[config.mk]
export PLATFORM = sky130hd
export DESIGN_NAME = vtd_top
export DESIGN_NICKNAME = d
export VERILOG_FILES = /design/src/vtd_pkg.sv /design/src/vtd_sync.sv /design/src/vtd_top.sv
export SDC_FILE = /design/constraint.sdc
export NUM_CORES = 1
export LEC_CHECK = 0
export BUFFER_PORTS_ARGS = -buffer_cell sky130_fd_sc_hd__buf_2
export CAP_MARGIN = 20
export CORE_MARGIN = 1.5
export CORE_UTILIZATION = 44
export CTS_BUF_LIST = sky130_fd_sc_hd__clkbuf_16
export CTS_CLUSTER_DIAMETER = 40
export DETAILED_ROUTE_END_ITERATION = 8
export PLACE_DENSITY = 0.77
export SYNTH_ARGS = -nofsm -noshare
export SYNTH_HDL_FRONTEND = slang
export SYNTH_HIERARCHICAL = 1
export SYNTH_SLANG_ARGS = --single-unit
[constraint.sdc]
create_clock -name clk_i -period 4.7 [get_ports clk_i]
set_clock_uncertainty 0.2 [all_clocks]
set_input_delay 0.94 -clock clk_i [delete_from_list [all_inputs] [get_ports clk_i]]
set_output_delay 0.94 -clock clk_i [all_outputs]
set_load 0.01 [all_outputs]
[src/vtd_pkg.sv]
// Purpose: shared constants for the voltage trip detector
// Assumes: classic wishbone slave, 32-bit data, byte addresses
// Notes: control register fields follow the documented layout
package vtd_pkg;
    // ==========================================================
    // register map (byte addresses)
    localparam logic [3:0] VTD_OFS_CTRL = 4'h0;
    localparam logic [3:0] VTD_OFS_FLAG = 4'h4;
    localparam logic [3:0] VTD_OFS_IEN = 4'h8;
    localparam logic [3:0] VTD_OFS_ICLR = 4'hC;
    // ==========================================================
    // control register fields
    localparam int VTD_DIR_BIT = 7;
    localparam int VTD_BGST_BIT = 6;
    localparam int VTD_REFST_BIT = 5;
    localparam int VTD_EN_BIT = 4;
    localparam int VTD_LVL_MSB = 3;
    localparam logic [7:0] VTD_CTRL_RESET = 8'h05;
    localparam logic [3:0] VTD_LVL_EXT = 4'hF;
    // ==========================================================
    // flag, enable and interrupt fields
    localparam int VTD_TRIP_BIT = 2;
    localparam int VTD_GIE_BIT = 7;
    localparam logic [7:0] VTD_IEN_RESET = 8'h00;
    // ==========================================================
    // settle timing: figure in ns, count derived from a 40 ns clock
    localparam int VTD_CLK_NS = 40;
    localparam int VTD_SETTLE_NS = 1000;
    localparam int VTD_SETTLE_CYC = (VTD_SETTLE_NS + VTD_CLK_NS - 1) / VTD_CLK_NS;
    localparam logic [7:0] VTD_SETTLE_CNT = 8'(VTD_SETTLE_CYC);
    typedef enum logic [1:0] {VTD_OFF, VTD_SETTLE, VTD_RUN} vtd_state_t;
endpackage

[src/vtd_sync.sv]
// Purpose: two flip-flop synchroniser for one asynchronous level
// Assumes: single clock clk_i, synchronous active high reset
// Notes: first stage feeds only the second stage
`timescale 1ns/1ps
module vtd_sync (
    // clock and reset
    input wire logic clk_i,
    input wire logic rst_i,
    // level in and out
    input wire logic async_i,
    output logic sync_o
);
    logic meta;
    // ==========================================================
    // two stage capture
    always_ff @(posedge clk_i) begin
        if (rst_i) begin
            meta <= 1'b0;
            sync_o <= 1'b0;
        end else begin
            meta <= async_i;
            sync_o <= meta;
        end
    end
endmodule

[src/vtd_top.sv]
// Purpose: control and event logic of a supply voltage trip detector
// Assumes: analog comparator, divider and shared reference are outside
// Notes: registers on classic wishbone, one aligned word each
`timescale 1ns/1ps
module vtd_top
    import vtd_pkg::*;
(
    // clock and reset
    input wire logic clk_i,
    input wire logic rst_i,
    // wishbone slave
    input wire logic cyc_i,
    input wire logic stb_i,
    input wire logic we_i,
    input wire logic [3:0] adr_i,
    input wire logic [3:0] sel_i,
    input wire logic [31:0] dat_i,
    output logic [31:0] dat_o,
    output logic ack_o,
    // analog side, asynchronous levels
    input wire logic cmp_above_i,
    input wire logic ref_ready_i,
    input wire logic bandgap_ok_i,
    input wire logic other_ref_user_i,
    // analog side controls
    output logic detector_power_o,
    output logic [3:0] tap_select_o,
    output logic use_external_trip_o,
    output logic ref_request_o,
    // device status
    input wire logic sleep_i,
    output logic wake_o,
    output logic irq_o,
    output logic vector_o
);
    logic [7:0] ctrl;
    logic trip_flag;
    logic [7:0] ien;
    vtd_state_t state;
    vtd_state_t next_state;
    logic [7:0] settle;
    logic cmp_s;
    logic ref_s;
    logic bg_s;
    logic oth_s;
    wire [3:0] async_in = {other_ref_user_i, bandgap_ok_i, ref_ready_i, cmp_above_i};
    wire [3:0] sync_out;

    // ==========================================================
    // synchronisers
    // sync analog levels
    for (genvar i = 0; i < 4; i++) begin : g_sync
        vtd_sync u_sync (
            .clk_i(clk_i),
            .rst_i(rst_i),
            .async_i(async_in[i]),
            .sync_o(sync_out[i])
        );
    end
    // synchronised levels by name
    assign cmp_s = sync_out[0];
    assign ref_s = sync_out[1];
    assign bg_s = sync_out[2];
    assign oth_s = sync_out[3];

    // ==========================================================
    // bus decode
    // address compare, shared by write decode and read mux
    function automatic logic adr_hit(input logic [3:0] adr, input logic [3:0] ofs);
        return adr == ofs;
    endfunction
    wire bus_req = cyc_i && stb_i && !ack_o;
    wire wr = bus_req && we_i && sel_i[0];
    wire wr_ctrl = wr && adr_hit(adr_i, VTD_OFS_CTRL);
    wire wr_flag = wr && adr_hit(adr_i, VTD_OFS_FLAG);
    wire wr_ien = wr && adr_hit(adr_i, VTD_OFS_IEN);
    wire wr_iclr = wr && adr_hit(adr_i, VTD_OFS_ICLR);

    // ==========================================================
    // detector control
    wire enabled = ctrl[VTD_EN_BIT];
    wire dir_rise = ctrl[VTD_DIR_BIT];
    wire [3:0] level = ctrl[VTD_LVL_MSB:0];
    wire ref_stable = (state == VTD_RUN);
    wire crossed = dir_rise ? cmp_s : !cmp_s;
    wire trip_evt = ref_stable && crossed;
    // reference lost when the synchronised ready level is low
    wire ref_lost = !ref_s;

    // ==========================================================
    // settle state machine
    // wait on analog ready, not a clock count alone
    always_comb begin
        next_state = state;
        case (state)
            VTD_OFF: begin
                if (enabled) begin
                    next_state = VTD_SETTLE;
                end
            end
            VTD_SETTLE: begin
                if (!enabled) begin
                    next_state = VTD_OFF;
                end else if (ref_s && settle == 8'h00) begin
                    next_state = VTD_RUN;
                end
            end
            VTD_RUN: begin
                if (!enabled) begin
                    next_state = VTD_OFF;
                end else if (ref_lost) begin
                    next_state = VTD_SETTLE;
                end
            end
            default: begin
                next_state = VTD_OFF;
            end
        endcase
    end

    always_ff @(posedge clk_i) begin
        if (rst_i) begin
            state <= VTD_OFF;
            settle <= 8'h00;
        end else begin
            state <= next_state;
            if (state != VTD_SETTLE) begin
                settle <= VTD_SETTLE_CNT;
            end else if (settle != 8'h00) begin
                settle <= settle - 8'h01;
            end
        end
    end

    // ==========================================================
    // registers
    // reset values
    always_ff @(posedge clk_i) begin
        if (rst_i) begin
            ctrl <= VTD_CTRL_RESET;
            ien <= VTD_IEN_RESET;
        end else begin
            if (wr_ctrl) begin
                ctrl[VTD_DIR_BIT] <= dat_i[VTD_DIR_BIT];
                ctrl[VTD_EN_BIT:0] <= dat_i[VTD_EN_BIT:0];
            end
            ctrl[VTD_BGST_BIT] <= bg_s;
            ctrl[VTD_REFST_BIT] <= (next_state == VTD_RUN);
            if (wr_ien) begin
                ien <= dat_i[7:0];
            end
        end
    end

    always_ff @(posedge clk_i) begin
        if (rst_i) begin
            trip_flag <= 1'b0;
        end else if (trip_evt) begin
            trip_flag <= 1'b1;
        end else if (wr_iclr && dat_i[VTD_TRIP_BIT]) begin
            trip_flag <= 1'b0;
        end else if (wr_flag && !dat_i[VTD_TRIP_BIT]) begin
            trip_flag <= 1'b0;
        end
    end

    // ==========================================================
    // read mux
    wire [7:0] rd_byte = adr_hit(adr_i, VTD_OFS_CTRL) ? ctrl :
        adr_hit(adr_i, VTD_OFS_FLAG) ? {5'h00, trip_flag, 2'h0} :
        adr_hit(adr_i, VTD_OFS_IEN) ? ien : 8'h00;

    // ==========================================================
    // interrupt and wake
    // both enables needed for irq and vector, none for wake
    wire irq_next = trip_flag && ien[VTD_TRIP_BIT] && ien[VTD_GIE_BIT];
    wire wake_next = sleep_i && trip_flag;
    wire vector_next = trip_flag && ien[VTD_TRIP_BIT] && ien[VTD_GIE_BIT] && !sleep_i;

    // outputs from flip-flops
    always_ff @(posedge clk_i) begin
        if (rst_i) begin
            ack_o <= 1'b0;
            dat_o <= 32'h0000_0000;
            detector_power_o <= 1'b0;
            tap_select_o <= 4'h0;
            use_external_trip_o <= 1'b0;
            ref_request_o <= 1'b0;
            wake_o <= 1'b0;
            irq_o <= 1'b0;
            vector_o <= 1'b0;
        end else begin
            ack_o <= bus_req;
            dat_o <= bus_req ? {24'h00_0000, rd_byte} : 32'h0000_0000;
            detector_power_o <= enabled;
            tap_select_o <= level;
            use_external_trip_o <= enabled && (level == VTD_LVL_EXT);
            ref_request_o <= enabled || oth_s;
            wake_o <= wake_next;
            irq_o <= irq_next;
            vector_o <= vector_next;
        end
    end
endmodule

## After elaboration in Yosys (flattened, before gate mapping)

Cells that the tools add are included.

- Muxes and demuxes: 15
- Add/subtract/negate cells: 1
- Equality and inequality tests: 8
- Bitwise gates (word level): 1
- Reductions and logical operators: 30

Operator list:

| operator | number |
|---|---|
| 2-to-1 mux 8 bit | 3 |
| logical AND 1 bit | 17 |
| == test 4 bit, second input constant | 3 |
| 2-to-1 mux 2 bit | 5 |
| 2-to-1 mux 5 bit | 2 |
| logical NOT 8 bit | 1 |
| nonzero test 8 bit | 1 |
| subtractor 8 x 1 -> 8 bit, second input constant | 1 |
| one-hot mux 2 bit (3 select lines) | 1 |
| == test 2 bit, second input constant | 2 |
| == test 4 x 3 -> 1 bit, second input constant | 1 |
| logical NOT 1 bit | 4 |
| logical NOT 4 bit | 1 |
| 2-to-1 mux 1 bit | 4 |
| OR reduction 2 bit | 2 |
| nonzero test 3 bit | 1 |
| == test 2 x 1 -> 1 bit, second input constant | 1 |
| logical NOT 2 bit | 1 |
| inequality test 2 x 1 -> 1 bit, second input constant | 1 |
| nonzero test 2 bit | 1 |
| logical OR 1 bit | 1 |
| NOT 1 bit | 1 |

- Word-level logic and storage cells: 80
- Flip-flop bits (word level): 78
- Input port bits: 50
- Output and inout bits: 43

## Logic depth before layout (Yosys ltp)

Gate-level depths: netlist (run 1).

- Depth in word-level cells: 9
- Mapped depth: 6

## Cells and area by module

The synthesis (run 1) kept the hierarchy.

By module, submodules not included:

| module | cells an instance | area an instance (µm²) | instances | seq. area each (µm²) |
|---|---|---|---|---|
| vtd_top | 215 | 2053.2 | 1 | 920.9 |
| vtd_sync | 4 | 52.6 | 4 | 40.0 |

## Worst setup path after synthesis (run 1)

No wires, ideal clock.

- Kind: input to register
- From: in adr_i[1]
- To: reg ctrl[0]
- Stages: 3
- Setup slack: 2395 ps
- Arrival time: 2034 ps
- Data required time: 4428 ps
- Setup time: 72 ps
- Cells stage by stage: or4_4 -> nor3_4 -> mux2i_1

- Word-level cells in the longest chain between the ends: 2

Ends and longest elaborated chain:

| what | RTL line | RTL |
|---|---|---|
| start, declared | vtd_top.sv:15 | `input wire logic [3:0] adr_i,` |
| logical NOT 4 bit | vtd_top.sv:70 | `return adr == ofs;` |
| logical AND 1 bit | vtd_top.sv:74 | `wire wr_ctrl = wr && adr_hit(adr_i, VTD_OFS_CTRL);` |
| end signal, assigned by index | vtd_top.sv:144 | `ctrl[VTD_DIR_BIT] <= dat_i[VTD_DIR_BIT];` |
| end signal, assigned by index | vtd_top.sv:145 | `ctrl[VTD_EN_BIT:0] <= dat_i[VTD_EN_BIT:0];` |
| end signal, assigned by index | vtd_top.sv:147 | `ctrl[VTD_BGST_BIT] <= bg_s;` |
| end, declared | vtd_top.sv:36 | `logic [7:0] ctrl;` |

Every way passes these cells.
A chain may end at the register's enable or synchronous reset.

## Final worst setup path (run 1)

- From: in adr_i[1]
- To: reg ctrl[3]

The elaborated chain is that of the path after synthesis.

==> flow_summary_export.csv, run 1 <==
group,metric,value,unit
status,status,"finished clean",
power_and_ir_drop,power.leakage,0.00116,uW
layout,nets,323,
sta,clock.fmax,0.431,GHz
power_and_ir_drop,power.total,944,uW
die,start_util,46.7,%
cts,post_cts_buffers,0,
cts,cts_tree,"built",
hold_path,hold_depth,2,
die,core,0.00485,mm2
synth,syn_avg_cell_area,9.80,um2
synth,synthArstFlopShare,0,%
global_routing,grt_pass1_wl,6.42,mm
worst_setup_path,regToRegEndpoint,"ctrl[5]",
sta,slew_violations,0,
layout,mostFrequentLayoutCells,"dfxtp_1 (54), buf_2 (42), conb_1 (24)",
synth,synth.distinct_cells,41,
layout,n_antenna_cell,0,
die,dieWidth,74.7,um
synth,synth-compound-area-share,8.62,%
hold_path,hold_start,"g_sync[3].u_sync/sync_o",
drt,avgRoutedWirePerCell,11.8,um
place,place.gp.congestion,0.792,
synth,ys.flop_type,"dfxtp_1",
cts,cts_resized,0,
cts,path_clk_slew,0.07,ns
sta,tns,0,ns
hold_path,whs_endpoint,"ref_request_o",
cts,htreeDepth,2,
synth,ys_seq_area_share,47.8,%
place,place.port_buffers,41,
drt,dr.pass1.iters,4,
sta,rsz0062_at_grt,"false",
cts,hold_buffers,0,
layout,final_layout_size_suffix_gt1_share,21.3,%
global_routing,grt_overflow_total,0,
cts,cts_buffer_depth,2,
global_routing,antenna_found_initial,0,
sta,max-slew-margin-rel,56.4,%
synth,synthAdderAreaFrac,1.11,%
drt,avgViaCountPerCell,4.75,
drt,drc,0,
worst_setup_path,start_kind,"primary input",
place,place_ws,2.08,ns
synth,ys_ff_latch,54,
synth,netlist_instances,231,
worst_setup_path,rr_startpoint,"settle[0]",
cts,cts-buffers-inserted,5,
cts,clk_latency,0.29,ns
cts,clock-sinks,54,
drt,finalWirelength,3.99,mm
drt,first_iter_violations,102,
global_routing,grt_usage,15.2,%
synth,synth_top_family_by_area,"simple AND/OR/NAND/NOR gates",
power_and_ir_drop,peakVddDrop,0.159,mV
worst_setup_path,critPathKind,"primary input to register",
layout,area_delta_synth_final,15.1,%
layout,layout_commonest_cell,"dfxtp_1",
cts,clockRootBuffer,"clkbuf_16",
die,rows,25,
die,dieHeight,74.7,um
synth,synth_edf_count,0,
worst_setup_path,worst-path-max-fanout,6,
synth,synth_xor_area_share,1.16,%
worst_setup_path,worstPathArrival,2.34,ns
sta,setup_slack,2.38,ns
run,cap_violations,0,
worst_setup_path,rrSetupSlack,2.60,ns
hold_path,hold_class,"register to register",
drt,vias,1610,
sta,hold_violations,0,
global_routing,grt_pass1_vias,1413,
sta,tightest_slew,0.654,ns
power_and_ir_drop,powerDensity,362,mW/mm2
die,die_area,0.00558,mm2
sta,finalCritPeriodShare,49.4,%
sta,finalSetupViolations,0,
synth,yosys.area_share.simple,24.2,%
place,dpl.hpwl,2.78,mm
die,io_pins,93,
worst_setup_path,cp.required,4.72,ns
worst_setup_path,critPathCaptureType,"register",
synth,syn_area,0.00226,mm2
sta,finalCriticalPeriod,2.32,ns
global_routing,grt_max_degree,45,
worst_setup_path,reg2reg_depth,5,
synth,muxShareOfSynthArea,6.25,%
synth,yosysWarnings,6,
drt,ant_nets,0,
==> metrics by stage <==
stage                     cells  instance area (um2)  hold slack, ns  utilization (%)
final                       339                 2610           0.237             53.8
after global routing        339                 2610           0.259             53.8
after CTS                   339                 2610           0.241             53.8
after detailed placement    331                 2430           0.225             50.2
after global placement      330                 2430           0.220             50.1
after floorplan             254                 2350           0.211                -
==> cells in the mapped netlist (all sizes together), types with 2 or more instances <==
cell / instances / area share [%]
nand3: 2 / 0.44
o31ai: 3 / 0.99
nand2: 3 / 0.50
a22oi: 7 / 2.3
or4: 3 / 1.2
inv: 9 / 1.5
o41ai: 2 / 0.77
nor2b: 17 / 4.7
xor2: 2 / 0.77
clkbuf: 8 / 1.3
ha: 2 / 1.1
o21ai: 5 / 1.1
nor3: 5 / 1.6
buf: 24 / 8.0
nor4: 3 / 0.83
nand4: 2 / 0.55
mux2i: 13 / 5.7
or3b: 3 / 1.2
and2: 2 / 0.55
nand2b: 21 / 5.8
nor2: 18 / 3.0
and3: 4 / 1.1
dfxtp: 54 / 48
a21oi: 2 / 0.44
a31oi: 3 / 0.83
==> worst max-delay path by stage <==
stage,startpoint,endpoint,slack [ns],depth (start not counted)
finish,adr_i[1],ctrl[3],2.38,4
floorplan,adr_i[1],ctrl[0],2.39,3
global route,adr_i[1],ien[0],2.34,4
CTS,adr_i[1],ien[0],2.38,4
global placement,adr_i[1],dat_o[3],1.94,4
detailed placement,adr_i[1],ctrl[7],2.08,4
==> logic make-up (layout without fill, tap and decap cells) <==
logic type	count (synthesis)	count (layout)
and+or+nand+nor	89	89
DFF	54	54
buffers and inverters	41	59
AOI/OAI and AO/OA	27	27
muxes	14	14
xor gates and xnor gates	3	3
adders and majority gates	2	2
other	1	24
==> report_power, final <==
part	switching [uW]	total (uW)	internal [uW]
combinational	34.3	55.9	21.6
sequential	2.92	467	464
clock	167	421	254
total	204	944	740
==> state kept, by name, summed over array words and instances, names as in the netlist, 2 cells and up <==
register / flops
state: 2
settle: 8
ien: 8
dat_o: 8
tap_select_o: 4
g_sync.u_sync/meta: 4
g_sync.u_sync/sync_o: 4
ctrl: 8
==> layer usage <==
metal	GRT usage [%]	share of wire (%)
met1	18.6	44
met2	25.7	48
met3	3.75	6.6
met4	6.06	1.6
met5	0	0
==> critical path: stages <==
cell and delay (ns):
buf_2 0.13, or4_4 0.56, nor3_4 0.46, mux2i_1 0.24
==> cell type report <==
type,count,area (um2)
fillers,449,2240
flip-flops and latches,54,1080
multi-input cells,159,1020
repair buffers,42,210
clock buffers,5,125
well taps,67,83.8
clock inverters,3,47.5
inverters,9,33.8
Power figures use the tool's default switching activity.
==> inputs of run 2 (changes only) <==
--- a/config.mk
+++ b/config.mk
@@ -5,14 +5,15 @@
 export SDC_FILE = /design/constraint.sdc
 export NUM_CORES = 1
 export LEC_CHECK = 0
+export ABC_AREA = 1
 export BUFFER_PORTS_ARGS = -buffer_cell sky130_fd_sc_hd__buf_2
 export CAP_MARGIN = 20
 export CORE_MARGIN = 1.5
-export CORE_UTILIZATION = 44
+export CORE_UTILIZATION = 43
 export CTS_BUF_LIST = sky130_fd_sc_hd__clkbuf_16
 export CTS_CLUSTER_DIAMETER = 40
 export DETAILED_ROUTE_END_ITERATION = 8
-export PLACE_DENSITY = 0.77
+export PLACE_DENSITY = 0.79
 export SYNTH_ARGS = -nofsm -noshare
 export SYNTH_HDL_FRONTEND = slang
 export SYNTH_HIERARCHICAL = 1
==> constraint.sdc (replaced) <==
create_clock -name clk_i -period 2 [get_ports clk_i]
set_clock_uncertainty 0.2 [all_clocks]
set_input_delay 0.4 -clock clk_i [delete_from_list [all_inputs] [get_ports clk_i]]
set_output_delay 0.4 -clock clk_i [all_outputs]
set_load 0.01 [all_outputs]
==> flow_summary_export.csv, run 2 <==
group,metric,value,unit
synth,synthArstFlopShare,0,%
cts,hold_buffers,0,
drt,first_iter_violations,126,
worst_setup_path,cp.required,1.97,ns
global_routing,grt_use_met1,20.8,%
layout,area_delta_synth_final,14.8,%
worst_setup_path,start_kind,"register",
worst_setup_path,setup.worst_path.start,"settle[0]",
synth,synth_area_leader_cell,"dfxtp_1",
synth,syn_area,0.00222,mm2
layout,layout_commonest_cell,"nor2_1",
die,start_util,45.9,%
die,core,0.00485,mm2
power_and_ir_drop,peakVddDrop,0.423,mV
synth,synth_top_family_by_area,"simple AND/OR/NAND/NOR gates",
place,dpl.hpwl,3.07,mm
layout,nFillCells,465,
power_and_ir_drop,power.leakage,0.00119,uW
status,status,"finished clean",
layout,n_antenna_cell,0,
hold_path,hold_start,"sleep_i",
sta,clock.fmax,0.666,GHz
die,die_area,0.00561,mm2
run,cap_violations,0,
sta,finalCritPeriodShare,75.1,%
synth,yosysWarnings,6,
die,dieHeight,74.9,um
cts,post_cts_buffers,0,
synth,ys_ff_latch,54,
synth,netlist_instances,283,
worst_setup_path,critPathKind,"register to register",
cts,cts-buffers-inserted,5,
drt,vias,1807,
drt,avgViaCountPerCell,4.56,
hold_path,hold_class,"primary input to register",
sta,slew_violations,0,
synth,yosysMostFrequentCell,"nor2_1",
global_routing,grt_pass1_vias,1566,
cts,cts_buffer_depth,2,
global_routing,busiest_layer,"met2",
drt,avgRoutedWirePerCell,10.6,um
global_routing,grt_pass1_wl,6.88,mm
global_routing,gr-usage-met3,4.28,%
sta,finalSetupViolations,0,
die,dieWidth,74.9,um
worst_setup_path,worstPathArrival,1.47,ns
worst_setup_path,rr_startpoint,"settle[0]",
sta,finalCriticalPeriod,1.50,ns
synth,ys.flop_type,"dfxtp_1",
global_routing,antenna_found_initial,0,
cts,htreeDepth,2,
synth,synth-compound-area-share,8.16,%
worst_setup_path,worst-path-max-fanout,6,
drt,ant_nets,0,
cts,clock-sinks,54,
cts,cts_tree,"built",
sta,rsz0062_at_grt,"false",
drt,drc,0,
place,place.port_buffers,41,
sta,hold_violations,0,
place,place.gp.congestion,0.818,
worst_setup_path,critPathCaptureType,"register",
global_routing,gr-usage-met2,25.7,%
layout,final_util,52.7,%
synth,synth_xor_area_share,1.18,%
die,rows,25,
drt,finalWirelength,4.19,mm
global_routing,grt_max_degree,17,
cts,clk_latency,0.29,ns
power_and_ir_drop,powerDensity,804,mW/mm2
die,io_pins,93,
drt,dr.pass1.iters,4,
synth,muxShareOfSynthArea,0,%
synth,synth_commonest_cells,"nor2_1 (55), dfxtp_1 (54), nand2_1 (39)",
cts,path_clk_slew,0.06,ns
synth,ys_seq_area_share,48.6,%
synth,synthAdderAreaFrac,1.12,%
sta,tns,0,ns
synth,synth_top_area_share,48.6,%
synth,syn_avg_cell_area,7.86,um2
cts,clockRootBuffer,"clkbuf_16",
global_routing,grt_usage,16.3,%
layout,mostFrequentLayoutCells,"nor2_1 (55), dfxtp_1 (54), buf_2 (41)",
layout,final_layout_size_suffix_gt1_share,18.2,%
synth,synth.distinct_cells,29,
synth,yosys.area_share.simple,24.9,%
global_routing,grt_overflow_total,0,
cts,cts_resized,0,
synth,synth_edf_count,0,
synth,synth_area_leaders,"dfxtp_1 (49%), nor2_1 (9.3%), buf_4 (8.1%), nand2_1 (6.6%), inv_1 (5.7%)",
layout,nets,380,
==> run 2: final cells by class <==
cell class	count	area, um2	share of cell area, %
Sequential cell	54	1080	42.3
Multi-Input combinational cell	187	876	34.3
Timing Repair Buffer	42	213	8.33
Inverter	38	160	6.27
Clock buffer	5	125	4.90
Tap cell	67	83.8	3.28
Clock inverter	3	16.3	0.637
==> run 2: worst paths after layout <==
path / endpoint / slack [ns] / depth (start not counted)
setup / recovery: settle[7] / 0.50 / 7
hold / removal: vector_o / 0.10 / 2
setup reg to reg: settle[7] / 0.50 / 7
hold reg to reg: ctrl[6] / 0.21 / 2
==> run 2: logic make-up (layout without fill, tap and decap cells) <==
logic type | count (synthesis) | in the layout
and+or+nand+nor | 123 | 123
buffers and inverters | 65 | 88
AOI/OAI and AO/OA | 35 | 35
adders and majority gates | 2 | 2
DFF | 54 | 54
xor gates and xnor gates | 3 | 3
other | 1 | 24
==> run 2: power by group <==
| group | switching, uW | leakage [uW] | internal [uW] | total [uW] |
|---|---|---|---|---|
| combinational | 91.3 | 0.000682 | 43.6 | 135 |
| sequential | 6.47 | 0.000439 | 1090 | 1100 |
| clock | 365 | 0.0000672 | 457 | 822 |
==> run 2: layer usage <==
layer,up-vias,share of wire (%)
li1,924,-
met1,813,44
met2,63,46
met3,7,7.6
met4,0,1.5
met5,-,0
==> run 2: critical path: stages, from the launching register on <==
cell and delay, ns:
dfxtp_1 0.31, inv_1 0.14, ha_1 0.21, inv_1 0.05
nor2_1 0.13, nand2_1 0.13, nand2_1 0.17, a21oi_1 0.06
==> run 2: stage by stage <==
stage / cells / power (uW) / hold WS [ns] / cell area (um2) / worst slack, ns
after floorplan: 306 / 1240 / 0.188 / 2310 / 0.630
after CTS: 396 / 2070 / 0.0930 / 2550 / 0.510
after global placement: 388 / 1250 / 0.192 / 2410 / 0.407
after detailed placement: 388 / 1260 / 0.198 / 2410 / 0.356
final: 396 / 2050 / 0.100 / 2550 / 0.498
after global routing: 396 / 2140 / 0.109 / 2550 / 0.374
